==> config.mk <==
export PLATFORM = sky130hd
export DESIGN_NAME = sll_segment_latch_loader
export DESIGN_NICKNAME = d
export VERILOG_FILES = /design/src/sll_pkg.sv /design/src/sll_wr_if.sv /design/src/sll_digit_decoder.sv /design/src/sll_latch_cell.sv /design/src/sll_segment_latch_loader.sv
export SDC_FILE = /design/constraint.sdc
export NUM_CORES = 1
export LEC_CHECK = 0
export BUFFER_PORTS_ARGS = -buffer_cell sky130_fd_sc_hd__clkbuf_2
export CAP_MARGIN = 20
export CORE_ASPECT_RATIO = 0.9
export CORE_MARGIN = 2
export CORE_UTILIZATION = 50
export DETAILED_ROUTE_END_ITERATION = 7
export GPL_TIMING_DRIVEN = 1
export PLACE_DENSITY_LB_ADDON = 0.25
export SETUP_SLACK_MARGIN = 0.02
export SLEW_MARGIN = 20
export SYNTH_ARGS = -nofsm -noshare
export SYNTH_HDL_FRONTEND = slang
export SYNTH_SLANG_ARGS = --single-unit
export TNS_END_PERCENT = 100
==> constraint.sdc <==
create_clock -name clk -period 21.8 [get_ports clk]
set_input_delay 4.36 -clock clk [delete_from_list [all_inputs] [get_ports clk]]
set_output_delay 4.36 -clock clk [all_outputs]
set_load 0.1 [all_outputs]
==> src/sll_pkg.sv <==
// Shared constants and types for the segment latch loader
package sll_pkg;
  localparam int SEG_PINS = 40;
  localparam int COM_PINS = 6;
  localparam int PINS = SEG_PINS + COM_PINS;
  localparam int PHASES = 6;
  localparam int GROUPS = 32;
  localparam int PAT_W = 8;
  localparam int LINE_W = 3;
  localparam int STB_W = 5;
  localparam int MAP_W = LINE_W + STB_W;
  localparam int MODE_W = 4;
  localparam int STATIC_PHASE = 0;
  localparam int SEG_F_BIT = 5;
  localparam logic [6:0] WORK_REG_BASE = 7'h70;
  localparam logic [3:0] NIBBLE_ZERO = 4'h0;
  localparam logic [3:0] NIBBLE_MAX_DIGIT = 4'h9;
  localparam logic [3:0] NIBBLE_SEVEN = 4'h7;
  localparam logic [PAT_W-1:0] PAT_BLANK = 8'h00;
  localparam logic [GROUPS-1:0] ONE_GROUP = 32'h0000_0001;
  localparam logic [GROUPS-1:0] BANK0_MASK = 32'h0000_FFFF;
  localparam logic [GROUPS-1:0] BANK1_MASK = 32'hFFFF_0000;
  localparam logic [GROUPS-1:0] NO_GROUP = 32'h0000_0000;
  localparam logic DISPLAY_ON_RST = 1'b1;
  // Pin configuration field: 0 CMOS static, 10 open-drain static, 1..6 multiplexed
  localparam logic [MODE_W-1:0] MODE_CMOS = 4'h0;
  localparam logic [MODE_W-1:0] MODE_LCD = 4'h1;
  localparam logic [MODE_W-1:0] MODE_OPEN_DRAIN = 4'hA;
  // Digit patterns, bit 0 is line A, bit 7 is line H; F of digit 7 is optional
  localparam logic [9:0][PAT_W-1:0] DIGIT_PAT = {
    8'hEF, 8'hFF, 8'h87, 8'hFD, 8'hED, 8'hE6, 8'hCF, 8'hDB, 8'h86, 8'hBF};

  typedef enum logic [3:0] {
    SLL_OP_IDLE,
    SLL_OP_DECODE_WRITE,
    SLL_OP_DECODE_BLANK_WRITE,
    SLL_OP_RAW_NIBBLE_WRITE,
    SLL_OP_TABLE_BYTE_WRITE,
    SLL_OP_DECODE_WRITE_PTR,
    SLL_OP_DECODE_BLANK_WRITE_PTR,
    SLL_OP_RAW_NIBBLE_WRITE_PTR,
    SLL_OP_BANK_TABLE_WRITE,
    SLL_OP_BANK_DECODE_WRITE,
    SLL_OP_BANK_DECODE_BLANK_WRITE,
    SLL_OP_BANK_RAW_WRITE
  } sll_op_e;

  typedef enum logic [1:0] {
    SLL_SRC_DECODE,
    SLL_SRC_BLANK,
    SLL_SRC_RAW,
    SLL_SRC_TABLE
  } sll_src_e;

  // Default routing: latch n takes line n mod 8 and strobe (n / 8) mod 32
  function automatic logic [PINS*PHASES*MAP_W-1:0] sll_default_map();
    logic [PINS*PHASES*MAP_W-1:0] m;
    m = '0;
    for (int i = 0; i < PINS * PHASES; i++) begin
      m[i*MAP_W +: MAP_W] = MAP_W'(i);
    end
    return m;
  endfunction
endpackage

==> src/sll_wr_if.sv <==
// Pattern bus and latch strobes shared by all latch cells
`timescale 1ns/1ps
interface sll_wr_if;
  logic [sll_pkg::PAT_W-1:0] segment_pattern_bus;
  logic [sll_pkg::GROUPS-1:0] latch_group_strobe;
  modport src (output segment_pattern_bus, output latch_group_strobe);
  modport dst (input segment_pattern_bus, input latch_group_strobe);
endinterface

==> src/sll_digit_decoder.sv <==
// Nibble to seven-segment digit decoder with leading-zero blanking
`timescale 1ns/1ps
module sll_digit_decoder #(
  parameter logic SEVEN_F_ON = 1'b1
) (
  input wire logic [3:0] nibble,
  input wire logic blank_zero,
  output logic [sll_pkg::PAT_W-1:0] pattern
);
  always_comb begin
    if (nibble > sll_pkg::NIBBLE_MAX_DIGIT) begin
      pattern = sll_pkg::PAT_BLANK; // RL17
    end else if (blank_zero && nibble == sll_pkg::NIBBLE_ZERO) begin
      pattern = sll_pkg::PAT_BLANK; // RL7 RL11
    end else begin
      pattern = sll_pkg::DIGIT_PAT[nibble]; // RL17
      if (nibble == sll_pkg::NIBBLE_SEVEN) begin
        pattern[sll_pkg::SEG_F_BIT] = SEVEN_F_ON; // RL17
      end
    end
  end
endmodule // sll_digit_decoder

==> src/sll_latch_cell.sv <==
// The per-phase storage latches of one output pin
`timescale 1ns/1ps
module sll_latch_cell #(
  parameter logic [sll_pkg::PHASES*sll_pkg::MAP_W-1:0] MAP = '0
) (
  input wire logic clk,
  input wire logic sys_rst,
  input wire logic clk_en,
  sll_wr_if.dst wr,
  output logic [sll_pkg::PHASES-1:0] latch_q
);
  for (genvar j = 0; j < sll_pkg::PHASES; j++) begin : g_phase
    localparam logic [sll_pkg::LINE_W-1:0] LN = MAP[j*sll_pkg::MAP_W +: sll_pkg::LINE_W];
    localparam logic [sll_pkg::STB_W-1:0] SB =
      MAP[j*sll_pkg::MAP_W+sll_pkg::LINE_W +: sll_pkg::STB_W];

    logic q_ff;

    // One routed line into one routed strobe, per common phase
    always_ff @(posedge clk or posedge sys_rst) begin
      if (sys_rst) begin
        q_ff <= 1'b0;
      end else if (clk_en && wr.latch_group_strobe[SB]) begin
        q_ff <= wr.segment_pattern_bus[LN]; // RL1 RL2
      end
    end
    assign latch_q[j] = q_ff;

  end
endmodule // sll_latch_cell

==> src/sll_segment_latch_loader.sv <==
// Segment latch loader: builds the pattern bus and drives the latch array
//
// Overview of operation
// (RL1) Six phase latches behind every segment output
// (RL2) Latch data and strobe chosen by routing
// (RL3) Bank writes strobe sixteen groups, halves by operand
// (RL4) Single writes address one of 32 groups
// (RL5) Working register nibble sits at index plus 70h
// (RL6) Register decode write stores decoded digit pattern
// (RL7) Register blanking write turns zero into blank
// (RL8) Register raw write: nibble low, accumulator high
// (RL9) Table write puts ROM byte straight on bus
// (RL10) Pointer decode write stores decoded pointed nibble
// (RL11) Pointer blanking write blanks a zero nibble
// (RL12) Pointer raw write: pointed nibble plus accumulator
// (RL13) Bank table write loads one byte into all sixteen groups of a half
// (RL14) Bank decode and raw writes use pointer
// (RL15) Pin field: phase 1-6, 0 CMOS, 10 open-drain
// (RL16) Pins are 40 segments plus six commons
// (RL17) Decoder shows 0-9, blanks A-F, optional F
// (RL18) Blank and restore leave latch contents alone
// (RL19) Stop state drives every output to ground; open-drain pins are released instead (static_oe low, static_out high)
// (RL20) Whole bank updates in one instruction cycle
// (RL21) Core holds operands steady during the strobe
`timescale 1ns/1ps
module sll_segment_latch_loader #(
  parameter logic SEVEN_F_ON = 1'b1,
  parameter logic [sll_pkg::PINS*sll_pkg::PHASES*sll_pkg::MAP_W-1:0] PLA_MAP =
    sll_pkg::sll_default_map(),
  parameter logic [sll_pkg::PINS*sll_pkg::MODE_W-1:0] PIN_MODE =
    {{sll_pkg::COM_PINS{sll_pkg::MODE_CMOS}}, {sll_pkg::SEG_PINS{sll_pkg::MODE_LCD}}}
) (
  input wire logic clk,
  input wire logic sys_rst,
  input wire logic clk_en,
  input wire sll_pkg::sll_op_e op,
  input wire logic [4:0] latch_group_addr,
  input wire logic bank_sel,
  input wire logic [3:0] work_reg_index,
  input wire logic [6:0] index_pointer,
  input wire logic [3:0] ram_nibble,
  input wire logic [3:0] accumulator,
  input wire logic [7:0] table_rom_byte,
  input wire logic display_blank_cmd,
  input wire logic display_restore_cmd,
  input wire logic stop_state,
  output logic [6:0] ram_rd_addr,
  output logic [sll_pkg::PAT_W-1:0] segment_pattern_bus,
  output logic display_active,
  output logic [sll_pkg::SEG_PINS*sll_pkg::PHASES-1:0] lcd_phase_data,
  output logic [sll_pkg::PINS-1:0] static_out,
  output logic [sll_pkg::PINS-1:0] static_oe
);
  sll_wr_if wr ();

  logic wr_req;
  logic is_bank;
  logic is_ptr;
  sll_pkg::sll_src_e src;
  logic [sll_pkg::PAT_W-1:0] dec_pat;
  logic [sll_pkg::PAT_W-1:0] pattern;
  logic [sll_pkg::GROUPS-1:0] strobe;
  logic display_on_ff;
  logic nxt_display_on;
  logic drive_on;
  logic [sll_pkg::PAT_W-1:0] pattern_ff;
  logic active_ff;
  logic [sll_pkg::SEG_PINS*sll_pkg::PHASES-1:0] lcd_ff;
  logic [sll_pkg::SEG_PINS*sll_pkg::PHASES-1:0] nxt_lcd;
  logic [sll_pkg::SEG_PINS*sll_pkg::PHASES-1:0] seg_latch;
  logic [sll_pkg::PINS-1:0] static_out_ff;
  logic [sll_pkg::PINS-1:0] static_oe_ff;
  logic [sll_pkg::PINS-1:0] nxt_static_out;
  logic [sll_pkg::PINS-1:0] nxt_static_oe;
  logic [sll_pkg::PHASES-1:0] pin_latch [sll_pkg::PINS];

  // Instruction decode into source, operand kind and strobe width
  always_comb begin
    wr_req = 1'b1;
    is_bank = 1'b0;
    is_ptr = 1'b0;
    src = sll_pkg::SLL_SRC_DECODE;
    unique case (op)
      sll_pkg::SLL_OP_IDLE: wr_req = 1'b0;
      sll_pkg::SLL_OP_DECODE_WRITE: src = sll_pkg::SLL_SRC_DECODE; // RL6
      sll_pkg::SLL_OP_DECODE_BLANK_WRITE: src = sll_pkg::SLL_SRC_BLANK; // RL7
      sll_pkg::SLL_OP_RAW_NIBBLE_WRITE: src = sll_pkg::SLL_SRC_RAW; // RL8
      sll_pkg::SLL_OP_TABLE_BYTE_WRITE: src = sll_pkg::SLL_SRC_TABLE; // RL9
      sll_pkg::SLL_OP_DECODE_WRITE_PTR: begin
        src = sll_pkg::SLL_SRC_DECODE; // RL10
        is_ptr = 1'b1;
      end
      sll_pkg::SLL_OP_DECODE_BLANK_WRITE_PTR: begin
        src = sll_pkg::SLL_SRC_BLANK; // RL11
        is_ptr = 1'b1;
      end
      sll_pkg::SLL_OP_RAW_NIBBLE_WRITE_PTR: begin
        src = sll_pkg::SLL_SRC_RAW; // RL12
        is_ptr = 1'b1;
      end
      sll_pkg::SLL_OP_BANK_TABLE_WRITE: begin
        src = sll_pkg::SLL_SRC_TABLE; // RL13
        is_bank = 1'b1;
      end
      sll_pkg::SLL_OP_BANK_DECODE_WRITE: begin
        src = sll_pkg::SLL_SRC_DECODE; // RL14
        is_bank = 1'b1;
        is_ptr = 1'b1;
      end
      sll_pkg::SLL_OP_BANK_DECODE_BLANK_WRITE: begin
        src = sll_pkg::SLL_SRC_BLANK; // RL14
        is_bank = 1'b1;
        is_ptr = 1'b1;
      end
      sll_pkg::SLL_OP_BANK_RAW_WRITE: begin
        src = sll_pkg::SLL_SRC_RAW; // RL14
        is_bank = 1'b1;
        is_ptr = 1'b1;
      end
      // Unused op codes are dropped rather than guessed at
      default: wr_req = 1'b0;
    endcase
  end

  // Core returns the nibble at this address in the same cycle
  // A pointer operand bypasses the working register window
  assign ram_rd_addr = is_ptr ? index_pointer
                              : 7'(sll_pkg::WORK_REG_BASE + {3'h0, work_reg_index}); // RL5

  sll_digit_decoder #(.SEVEN_F_ON(SEVEN_F_ON)) u_decoder (
    .nibble(ram_nibble),
    .blank_zero(src == sll_pkg::SLL_SRC_BLANK),
    .pattern(dec_pat)
  );

  always_comb begin
    unique case (src)
      sll_pkg::SLL_SRC_DECODE: pattern = dec_pat; // RL6 RL10
      sll_pkg::SLL_SRC_BLANK: pattern = dec_pat; // RL7 RL11
      sll_pkg::SLL_SRC_RAW: pattern = {accumulator, ram_nibble}; // RL8 RL12
      sll_pkg::SLL_SRC_TABLE: pattern = table_rom_byte; // RL9 RL13
    endcase
  end

  // Bank writes strobe the whole half at once, so no partial bank is ever shown
  always_comb begin
    if (!wr_req) begin
      strobe = sll_pkg::NO_GROUP;
    end else if (is_bank) begin
      strobe = bank_sel ? sll_pkg::BANK1_MASK : sll_pkg::BANK0_MASK; // RL3 RL20
    end else begin
      strobe = sll_pkg::ONE_GROUP << latch_group_addr; // RL4
    end
  end

  assign wr.segment_pattern_bus = pattern;
  assign wr.latch_group_strobe = strobe; // RL21

  for (genvar p = 0; p < sll_pkg::PINS; p++) begin : g_pin
    sll_latch_cell #(
      .MAP(PLA_MAP[p*sll_pkg::PHASES*sll_pkg::MAP_W +: sll_pkg::PHASES*sll_pkg::MAP_W])
    ) u_cell (
      .clk(clk),
      .sys_rst(sys_rst),
      .clk_en(clk_en),
      .wr(wr),
      .latch_q(pin_latch[p])
    ); // RL1 RL2 RL16
  end

  // Restore wins when both commands arrive together
  assign nxt_display_on = display_restore_cmd ? 1'b1 :
                          display_blank_cmd ? 1'b0 : display_on_ff; // RL18
  assign drive_on = nxt_display_on && !stop_state; // RL19

  always_ff @(posedge clk or posedge sys_rst) begin
    if (sys_rst) begin
      display_on_ff <= sll_pkg::DISPLAY_ON_RST;
    end else if (clk_en) begin
      display_on_ff <= nxt_display_on; // RL18
    end
  end

  // Last written pattern stays until the next write
  always_ff @(posedge clk or posedge sys_rst) begin
    if (sys_rst) begin
      pattern_ff <= sll_pkg::PAT_BLANK;
    end else if (clk_en && wr_req) begin
      pattern_ff <= pattern;
    end
  end

  // Output drive follows the pin field; blanking never touches the latches
  always_comb begin
    logic [sll_pkg::MODE_W-1:0] mode;
    mode = sll_pkg::MODE_LCD;
    nxt_lcd = '0;
    seg_latch = '0;
    nxt_static_out = '0;
    nxt_static_oe = '0;
    for (int p = 0; p < sll_pkg::PINS; p++) begin
      mode = PIN_MODE[p*sll_pkg::MODE_W +: sll_pkg::MODE_W];
      if (p < sll_pkg::SEG_PINS) begin
        seg_latch[p*sll_pkg::PHASES +: sll_pkg::PHASES] = pin_latch[p];
        if (mode != sll_pkg::MODE_CMOS && mode != sll_pkg::MODE_OPEN_DRAIN && drive_on) begin
          nxt_lcd[p*sll_pkg::PHASES +: sll_pkg::PHASES] =
            seg_latch[p*sll_pkg::PHASES +: sll_pkg::PHASES]; // RL15 RL18
        end
      end
      if (mode == sll_pkg::MODE_CMOS) begin
        nxt_static_oe[p] = 1'b1; // RL15
        nxt_static_out[p] = drive_on && pin_latch[p][sll_pkg::STATIC_PHASE]; // RL19
      end else if (mode == sll_pkg::MODE_OPEN_DRAIN) begin
        nxt_static_out[p] = 1'b1;
        nxt_static_oe[p] = drive_on && pin_latch[p][sll_pkg::STATIC_PHASE]; // RL15 RL19
      end
    end
  end

  always_ff @(posedge clk or posedge sys_rst) begin
    if (sys_rst) begin
      lcd_ff <= '0;
      static_out_ff <= '0;
      static_oe_ff <= '0;
      active_ff <= 1'b0;
    end else if (clk_en) begin
      lcd_ff <= nxt_lcd;
      static_out_ff <= nxt_static_out;
      static_oe_ff <= nxt_static_oe;
      active_ff <= drive_on; // RL19
    end
  end

  assign segment_pattern_bus = pattern_ff;
  assign display_active = active_ff;
  assign lcd_phase_data = lcd_ff;
  assign static_out = static_out_ff;
  assign static_oe = static_oe_ff;
endmodule // sll_segment_latch_loader

==> results of run 1 <==
==> placed cells by master (no fill, tap or decap), types with 7 or more instances in the layout <==
cell and count:
clkbuf_8 7, mux2_2 16, mux2_4 19, and2_1 23
clkbuf_1 11, conb_1 80, nand2_1 7, a31oi_4 7
o21ai_1 27, clkbuf_16 53, nand2b_1 7, clkbuf_2 310
a31oi_1 217, dfrtp_1 496, and2_4 7, a22o_1 244
clkinv_2 13, buf_4 27, a21oi_1 214, nor4b_1 9
nor2_1 11
==> power by group <==
part | internal [mW] | switching [mW] | leakage [nW]
Sequential | 1.11 | 0.129 | 6.12
Combinational | 0.185 | 0.768 | 3.96
Clock | 0.537 | 0.362 | 0.852
==> final cells by class <==
type | count | area, sq um
diodes | 4 | 10.0
well taps | 532 | 666
repair buffers | 341 | 1820
fillers | 3271 | 16300
clock inverters | 19 | 245
flip-flops and latches | 497 | 12400
inverters | 7 | 46.3
multi-input cells | 944 | 6510
clock buffers | 71 | 1460
==> state kept, by name, indices dropped and copies added, names as in the netlist <==
name,count
static_out,3
display_on_ff,1
g_pin.u_cell.g_phase.q_ff,243
display_active,1
segment_pattern_bus,8
lcd_phase_data,240
static_oe,1
==> Yosys cell counts, types with 2 or more instances <==
| cell type | count | area share [%] |
|---|---|---|
| a41oi_1 | 3 | 0.13 |
| and2_1 | 23 | 0.72 |
| clkbuf_1 | 93 | 1.7 |
| nand2_1 | 7 | 0.13 |
| dfrtp_1 | 496 | 62 |
| nor2_1 | 11 | 0.21 |
| o21ai_1 | 27 | 0.68 |
| buf_4 | 90 | 3.4 |
| or3b_1 | 3 | 0.13 |
| or3_1 | 5 | 0.16 |
| and2_4 | 7 | 0.31 |
| inv_1 | 7 | 0.13 |
| mux2i_1 | 2 | 0.10 |
| nand2b_1 | 7 | 0.22 |
| o21ai_0 | 3 | 0.075 |
| a31oi_1 | 224 | 7.0 |
| and3_1 | 2 | 0.063 |
| mux2_4 | 19 | 1.4 |
| buf_1 | 11 | 0.21 |
| o21ai_2 | 3 | 0.13 |
| a22o_1 | 244 | 11 |
| ha_1 | 6 | 0.38 |
| nor4b_1 | 9 | 0.39 |
| buf_6 | 12 | 0.68 |
| a21oi_1 | 214 | 5.4 |
| or2_2 | 3 | 0.094 |
| o211ai_1 | 6 | 0.23 |
| nand3b_1 | 3 | 0.11 |
| mux2_2 | 16 | 0.90 |
| buf_2 | 49 | 1.2 |
| nand3_1 | 3 | 0.075 |
==> per-layer routing <==
layer  GRT usage, %  wire length [um]
met1           41.8             25800
met3           6.31              5150
met5              0                10
met4           9.05              1580
met2           43.6             28100
==> kinds of logic after synthesis <==
kind of cell             Yosys count
AO/OA/AOI/OAI                    734
flip-flops                       497
buffers and inverters            263
AND/OR/NAND/NOR                   86
multiplexers                      37
adder cells (fa/ha/maj)            6
other                              1
XOR/XNOR                           1
==> worst max path at each step <==
stage,start,end,cells after the start
after floorplan,sys_rst,display_active$_DFFE_PP0P_,1
after global placement,op[3],ram_rd_addr[2],5
after detailed placement,op[3],ram_rd_addr[2],5
after CTS,op[3],ram_rd_addr[2],5
after global routing,op[1],ram_rd_addr[2],5
final,op[1],ram_rd_addr[0],5
==> stage by stage <==
stage / setup WS (ps) / hold WS, ps
final: 11220 / 486
after floorplan: 3570 / 459
after CTS: 10920 / 486
after global placement: 11020 / 463
after detailed placement: 10930 / 472
after global routing: 11100 / 506
==> flow_metrics.tcl, run 1 <==
set metrics [dict create \
    tightest_slew_ps 1090 \
    drcViolationCount 0 \
    synthArstFlopShare_pct 100 \
    die_w_um 215 \
    antenna_found_initial 7 \
    drt_pass1_iterations 6 \
    ys_ff_latch 497 \
    instances_no_fill 2415 \
    area_delta_synth_final_pct 16.0 \
    synth-adder-area-share_pct 0.376 \
    worstPathCellList "clkbuf_2, nor2_1, nor2_1, mux2_2, clkbuf_2" \
    end_kind "output port" \
    cts.repair.resized 0 \
    clock_latency_ps 590 \
    start_kind "input pin" \
    synth_simple_gate_area_share_pct 2.75 \
    grt_use_total_pct 28.8 \
    ys_seq_area_share_pct 62.2 \
    p_total_mw 3.09 \
    maxSlewViolCount 0 \
    cts_sinks 497 \
    drt_iter0_drc 1377 \
    tns_ps 0 \
    synth_compound_area_share_pct 24.8 \
    synth_area_sq_um 20000 \
    final_core_util_pct 58.8 \
    p_leak_nw 10.9 \
    worstReg2RegEnd "lcd_phase_data[236]$_DFFE_PP0P_" \
    max_freq_ghz 0.0945 \
    hold_class "flip-flop to flip-flop" \
    hold_buffers 0 \
    cts_buffers 50 \
    final_nets 1890 \
    postLayoutCellArea_sq_um 23200 \
    root_buffer "clkbuf_16" \
    critPathTopFamily "buffers and inverters" \
    via_count 14979 \
    synth_top_family_by_area "compound AO/OA/AOI/OAI gates" \
    cp.required_ps 17440 \
    crit_buf_inv 2 \
    rsz0062_at_grt "no" \
    dp_cells 2320 \
    place.gp.congestion 0.822 \
    post_cts_buffers 0 \
    path_class "input pin to output port" \
    worstPathMaxFanout 21 \
    synth_edf_count 0 \
    grt_pass1_vias 14306 \
    fin_crit_ps 10580 \
    hold_violations 0 \
    worstHoldPathCells 1 \
    min_to "lcd_phase_data[193]$_DFFE_PP0P_" \
    avgSynthCellArea_sq_um 12.3 \
    grt_max_degree 169 \
    status "completed" \
    skew_ps 11.3 \
    grt-ovfl-total 0 \
    wl_per_cell_um 25.1 \
    clockBufferDepth 3 \
    max_cap_viol_count 0 \
    powerDensity_nw_per_um2 133 \
    io_pins 391 \
    clk_pin_slew_worst_paths_ps 60 \
    drive_gt1_share_pct 26.0 \
    core_sq_um 39500 \
    start_util_pct 50.7 \
    hold_start "g_pin[32].u_cell.g_phase[1].q_ff$_DFFE_PP0P_" \
    relSlewSlack_pct 27.3 \
    routed_wl_mm 60.7 \
    ff2ff_setup_slack_ps 19240 \
    period_share_pct 48.5 \
    synth_mux_area_share_pct 2.43 \
    ys.warnings.count 0 \
    ant_nets 0 \
    grt_pass1_wl_mm 91.8 \
    die-area_sq_um 41600 \
    ys.flop_type "dfrtp_1" \
    placed_area_sq_um 21400 \
    r2r_start "display_on_ff$_DFFE_PP1P_" \
    dp_hpwl_mm 36.3 \
    setup_viol 0 \
    ir_worst_vdd_uv 86.8 \
    synth.distinct_cells 48 \
    die_y_um 194 \
    synth_cells 1625 \
    viasPerCell 6.20 \
    max_stage_delay_ps 510 \
    cts_tree "yes" \
    arrival_ps 6220 \
    num_rows 69 \
    reg2reg_depth 5 \
    port_buffers 310 \
    cts.htree.levels 2 \
    synth_xor_area_share_pct 0.0438 \
    crit_slowest_cell "clkbuf_2" \
]
No activity file was read; power rests on OpenSTA's default activity.
==> inputs of run 2 (changes only) <==
Clock period 21.8 ns to 8.86 ns, I/O delays scaled along.
==> flow_metrics.tcl, run 2 (synthesis results as in run 1) <==
set metrics [dict create \
    fin_crit_ps 5630 \
    via_count 14870 \
    clk_pin_slew_worst_paths_ps 60 \
    ant_nets 0 \
    cts.repair.resized 0 \
    max_freq_ghz 0.178 \
    worstReg2RegEnd "lcd_phase_data[198]$_DFFE_PP0P_" \
    r2r_start "display_on_ff$_DFFE_PP1P_" \
    nFillCells 3222 \
    num_rows 69 \
    routed_wl_mm 59.5 \
    hold_violations 0 \
    worstPathCellList "clkbuf_2, xnor2_1, nor2_1, mux2_2, clkbuf_2" \
    register_area_sq_um 12400 \
    grt_pass1_wl_mm 90.2 \
    io_pins 391 \
    grt_use_total_pct 28.2 \
    clockBufferDepth 3 \
    period_share_pct 63.6 \
    drcViolationCount 0 \
    maxSlewViolCount 0 \
    grt_max_degree 197 \
    largest_register "g_pin.u_cell.g_phase.q_ff" \
    place.gp.congestion 0.821 \
    reg2reg_depth 5 \
    hold_class "flip-flop to flip-flop" \
    status "completed" \
    path_class "input pin to output port" \
    min_to "display_active$_DFFE_PP0P_" \
    rsz0062_at_grt "no" \
    multi_input_area_sq_um 6500 \
    grt-ovfl-total 0 \
    cts_sinks 497 \
    wl_per_cell_um 24.6 \
    setup_viol 0 \
    hold_buffers 0 \
    dp_cells 2319 \
    die-area_sq_um 41600 \
    relSlewSlack_pct 23.4 \
    ff2ff_setup_slack_ps 6430 \
    powerDensity_nw_per_um2 326 \
    root_buffer "clkbuf_16" \
    largest_reg_flops 243 \
    drt_pass1_iterations 5 \
    final_core_util_pct 58.7 \
    cts_buffers 49 \
    worstPathMaxFanout 12 \
    instances_no_fill 2413 \
    tightest_slew_ps 1150 \
    crit_top_cell "clkbuf_2" \
    end_kind "output port" \
    post_cts_buffers 0 \
    cts.htree.levels 2 \
    timing.hold.ws_ps 478 \
    tns_ps 0 \
    final_nets 1888 \
    antenna_found_initial 5 \
    pre_cts_slack_ps 3240 \
    layout_common_cells "dfrtp_1 (496), clkbuf_2 (310), a22o_1 (244)" \
    max_cap_viol_count 0 \
    fin_ws_ps 3230 \
    start_kind "input pin" \
    viasPerCell 6.16 \
    skew_ps 9.26 \
    port_buffers 310 \
    final_common_cell "dfrtp_1" \
    ir_worst_vdd_uv 207 \
    die_y_um 194 \
    hold_start "display_active$_DFFE_PP0P_" \
    die_w_um 215 \
    start_util_pct 50.7 \
    dp_hpwl_mm 36.4 \
    worstHoldPathCells 1 \
    arrival_ps 3860 \
    drive_gt1_share_pct 26.1 \
    cp.required_ps 7090 \
    crit_slowest_cell "xnor2_1" \
    grt_pass1_vias 14188 \
    area_delta_synth_final_pct 15.8 \
    clock_latency_ps 590 \
    core_sq_um 39500 \
    max_stage_delay_ps 860 \
    cts_tree "yes" \
    p_leak_nw 10.9 \
    drt_iter0_drc 1699 \
]
run 2: worst max-delay path: cells and delay by family:
| kind | cells | cell delay [ps] |
|---|---|---|
| xor+xnor | 1 | 860 |
| buf+inv | 2 | 630 |
| mux | 1 | 310 |
| simple gates | 1 | 290 |
run 2: report_power, final:
group          internal (mW)  leakage, nW  switching, mW
clock network           1.27        0.836          0.875
registers               2.73         6.12          0.329
logic                  0.454         3.95           1.89
total                   4.46         10.9           3.09
run 2: layer usage:
metal  wire length (um)  part of all wire (%)  GRT usage, %  vias to the layer above
met5                  0                     0             0                        -
met4               1470                   2.5          8.51                        0
met3               5030                   8.4          5.90                      110
met2              26900                    45          41.7                      756
met1              26000                    44          42.1                     7602
li1                   -                     -             -                     6402
run 2: through the flow:
| step | instance area, sq um | power, mW |
|---|---|---|
| 2_1_floorplan | 20300 | 4.96 |
| 3_3_place_gp | 21400 | 5.39 |
| 3_5_place_dp | 21400 | 5.42 |
| 4_1_cts | 23100 | 7.57 |
| 5_1_grt | 23100 | 7.82 |
| 6_report | 23100 | 7.55 |
run 2: worst max path at each step:
stage	from	endpoint	slack, ps	cells past startpoint
finish	op[3]	ram_rd_addr[1]	3230	5
global route	op[3]	ram_rd_addr[1]	3070	5
CTS	op[3]	ram_rd_addr[1]	3240	5
detailed placement	op[3]	ram_rd_addr[1]	3240	5
global placement	op[3]	ram_rd_addr[2]	3360	5
floorplan	sys_rst	display_active$_DFFE_PP0P_	350	1
run 2: layout make-up:
class	count	share of cell area, %
well taps	532	2.88
clock buffers	72	6.42
diodes	5	0.0541
inverters	7	0.162
flip-flops and latches	497	53.7
multi-input cells	944	28.1
repair buffers	340	7.87
clock inverters	16	0.811
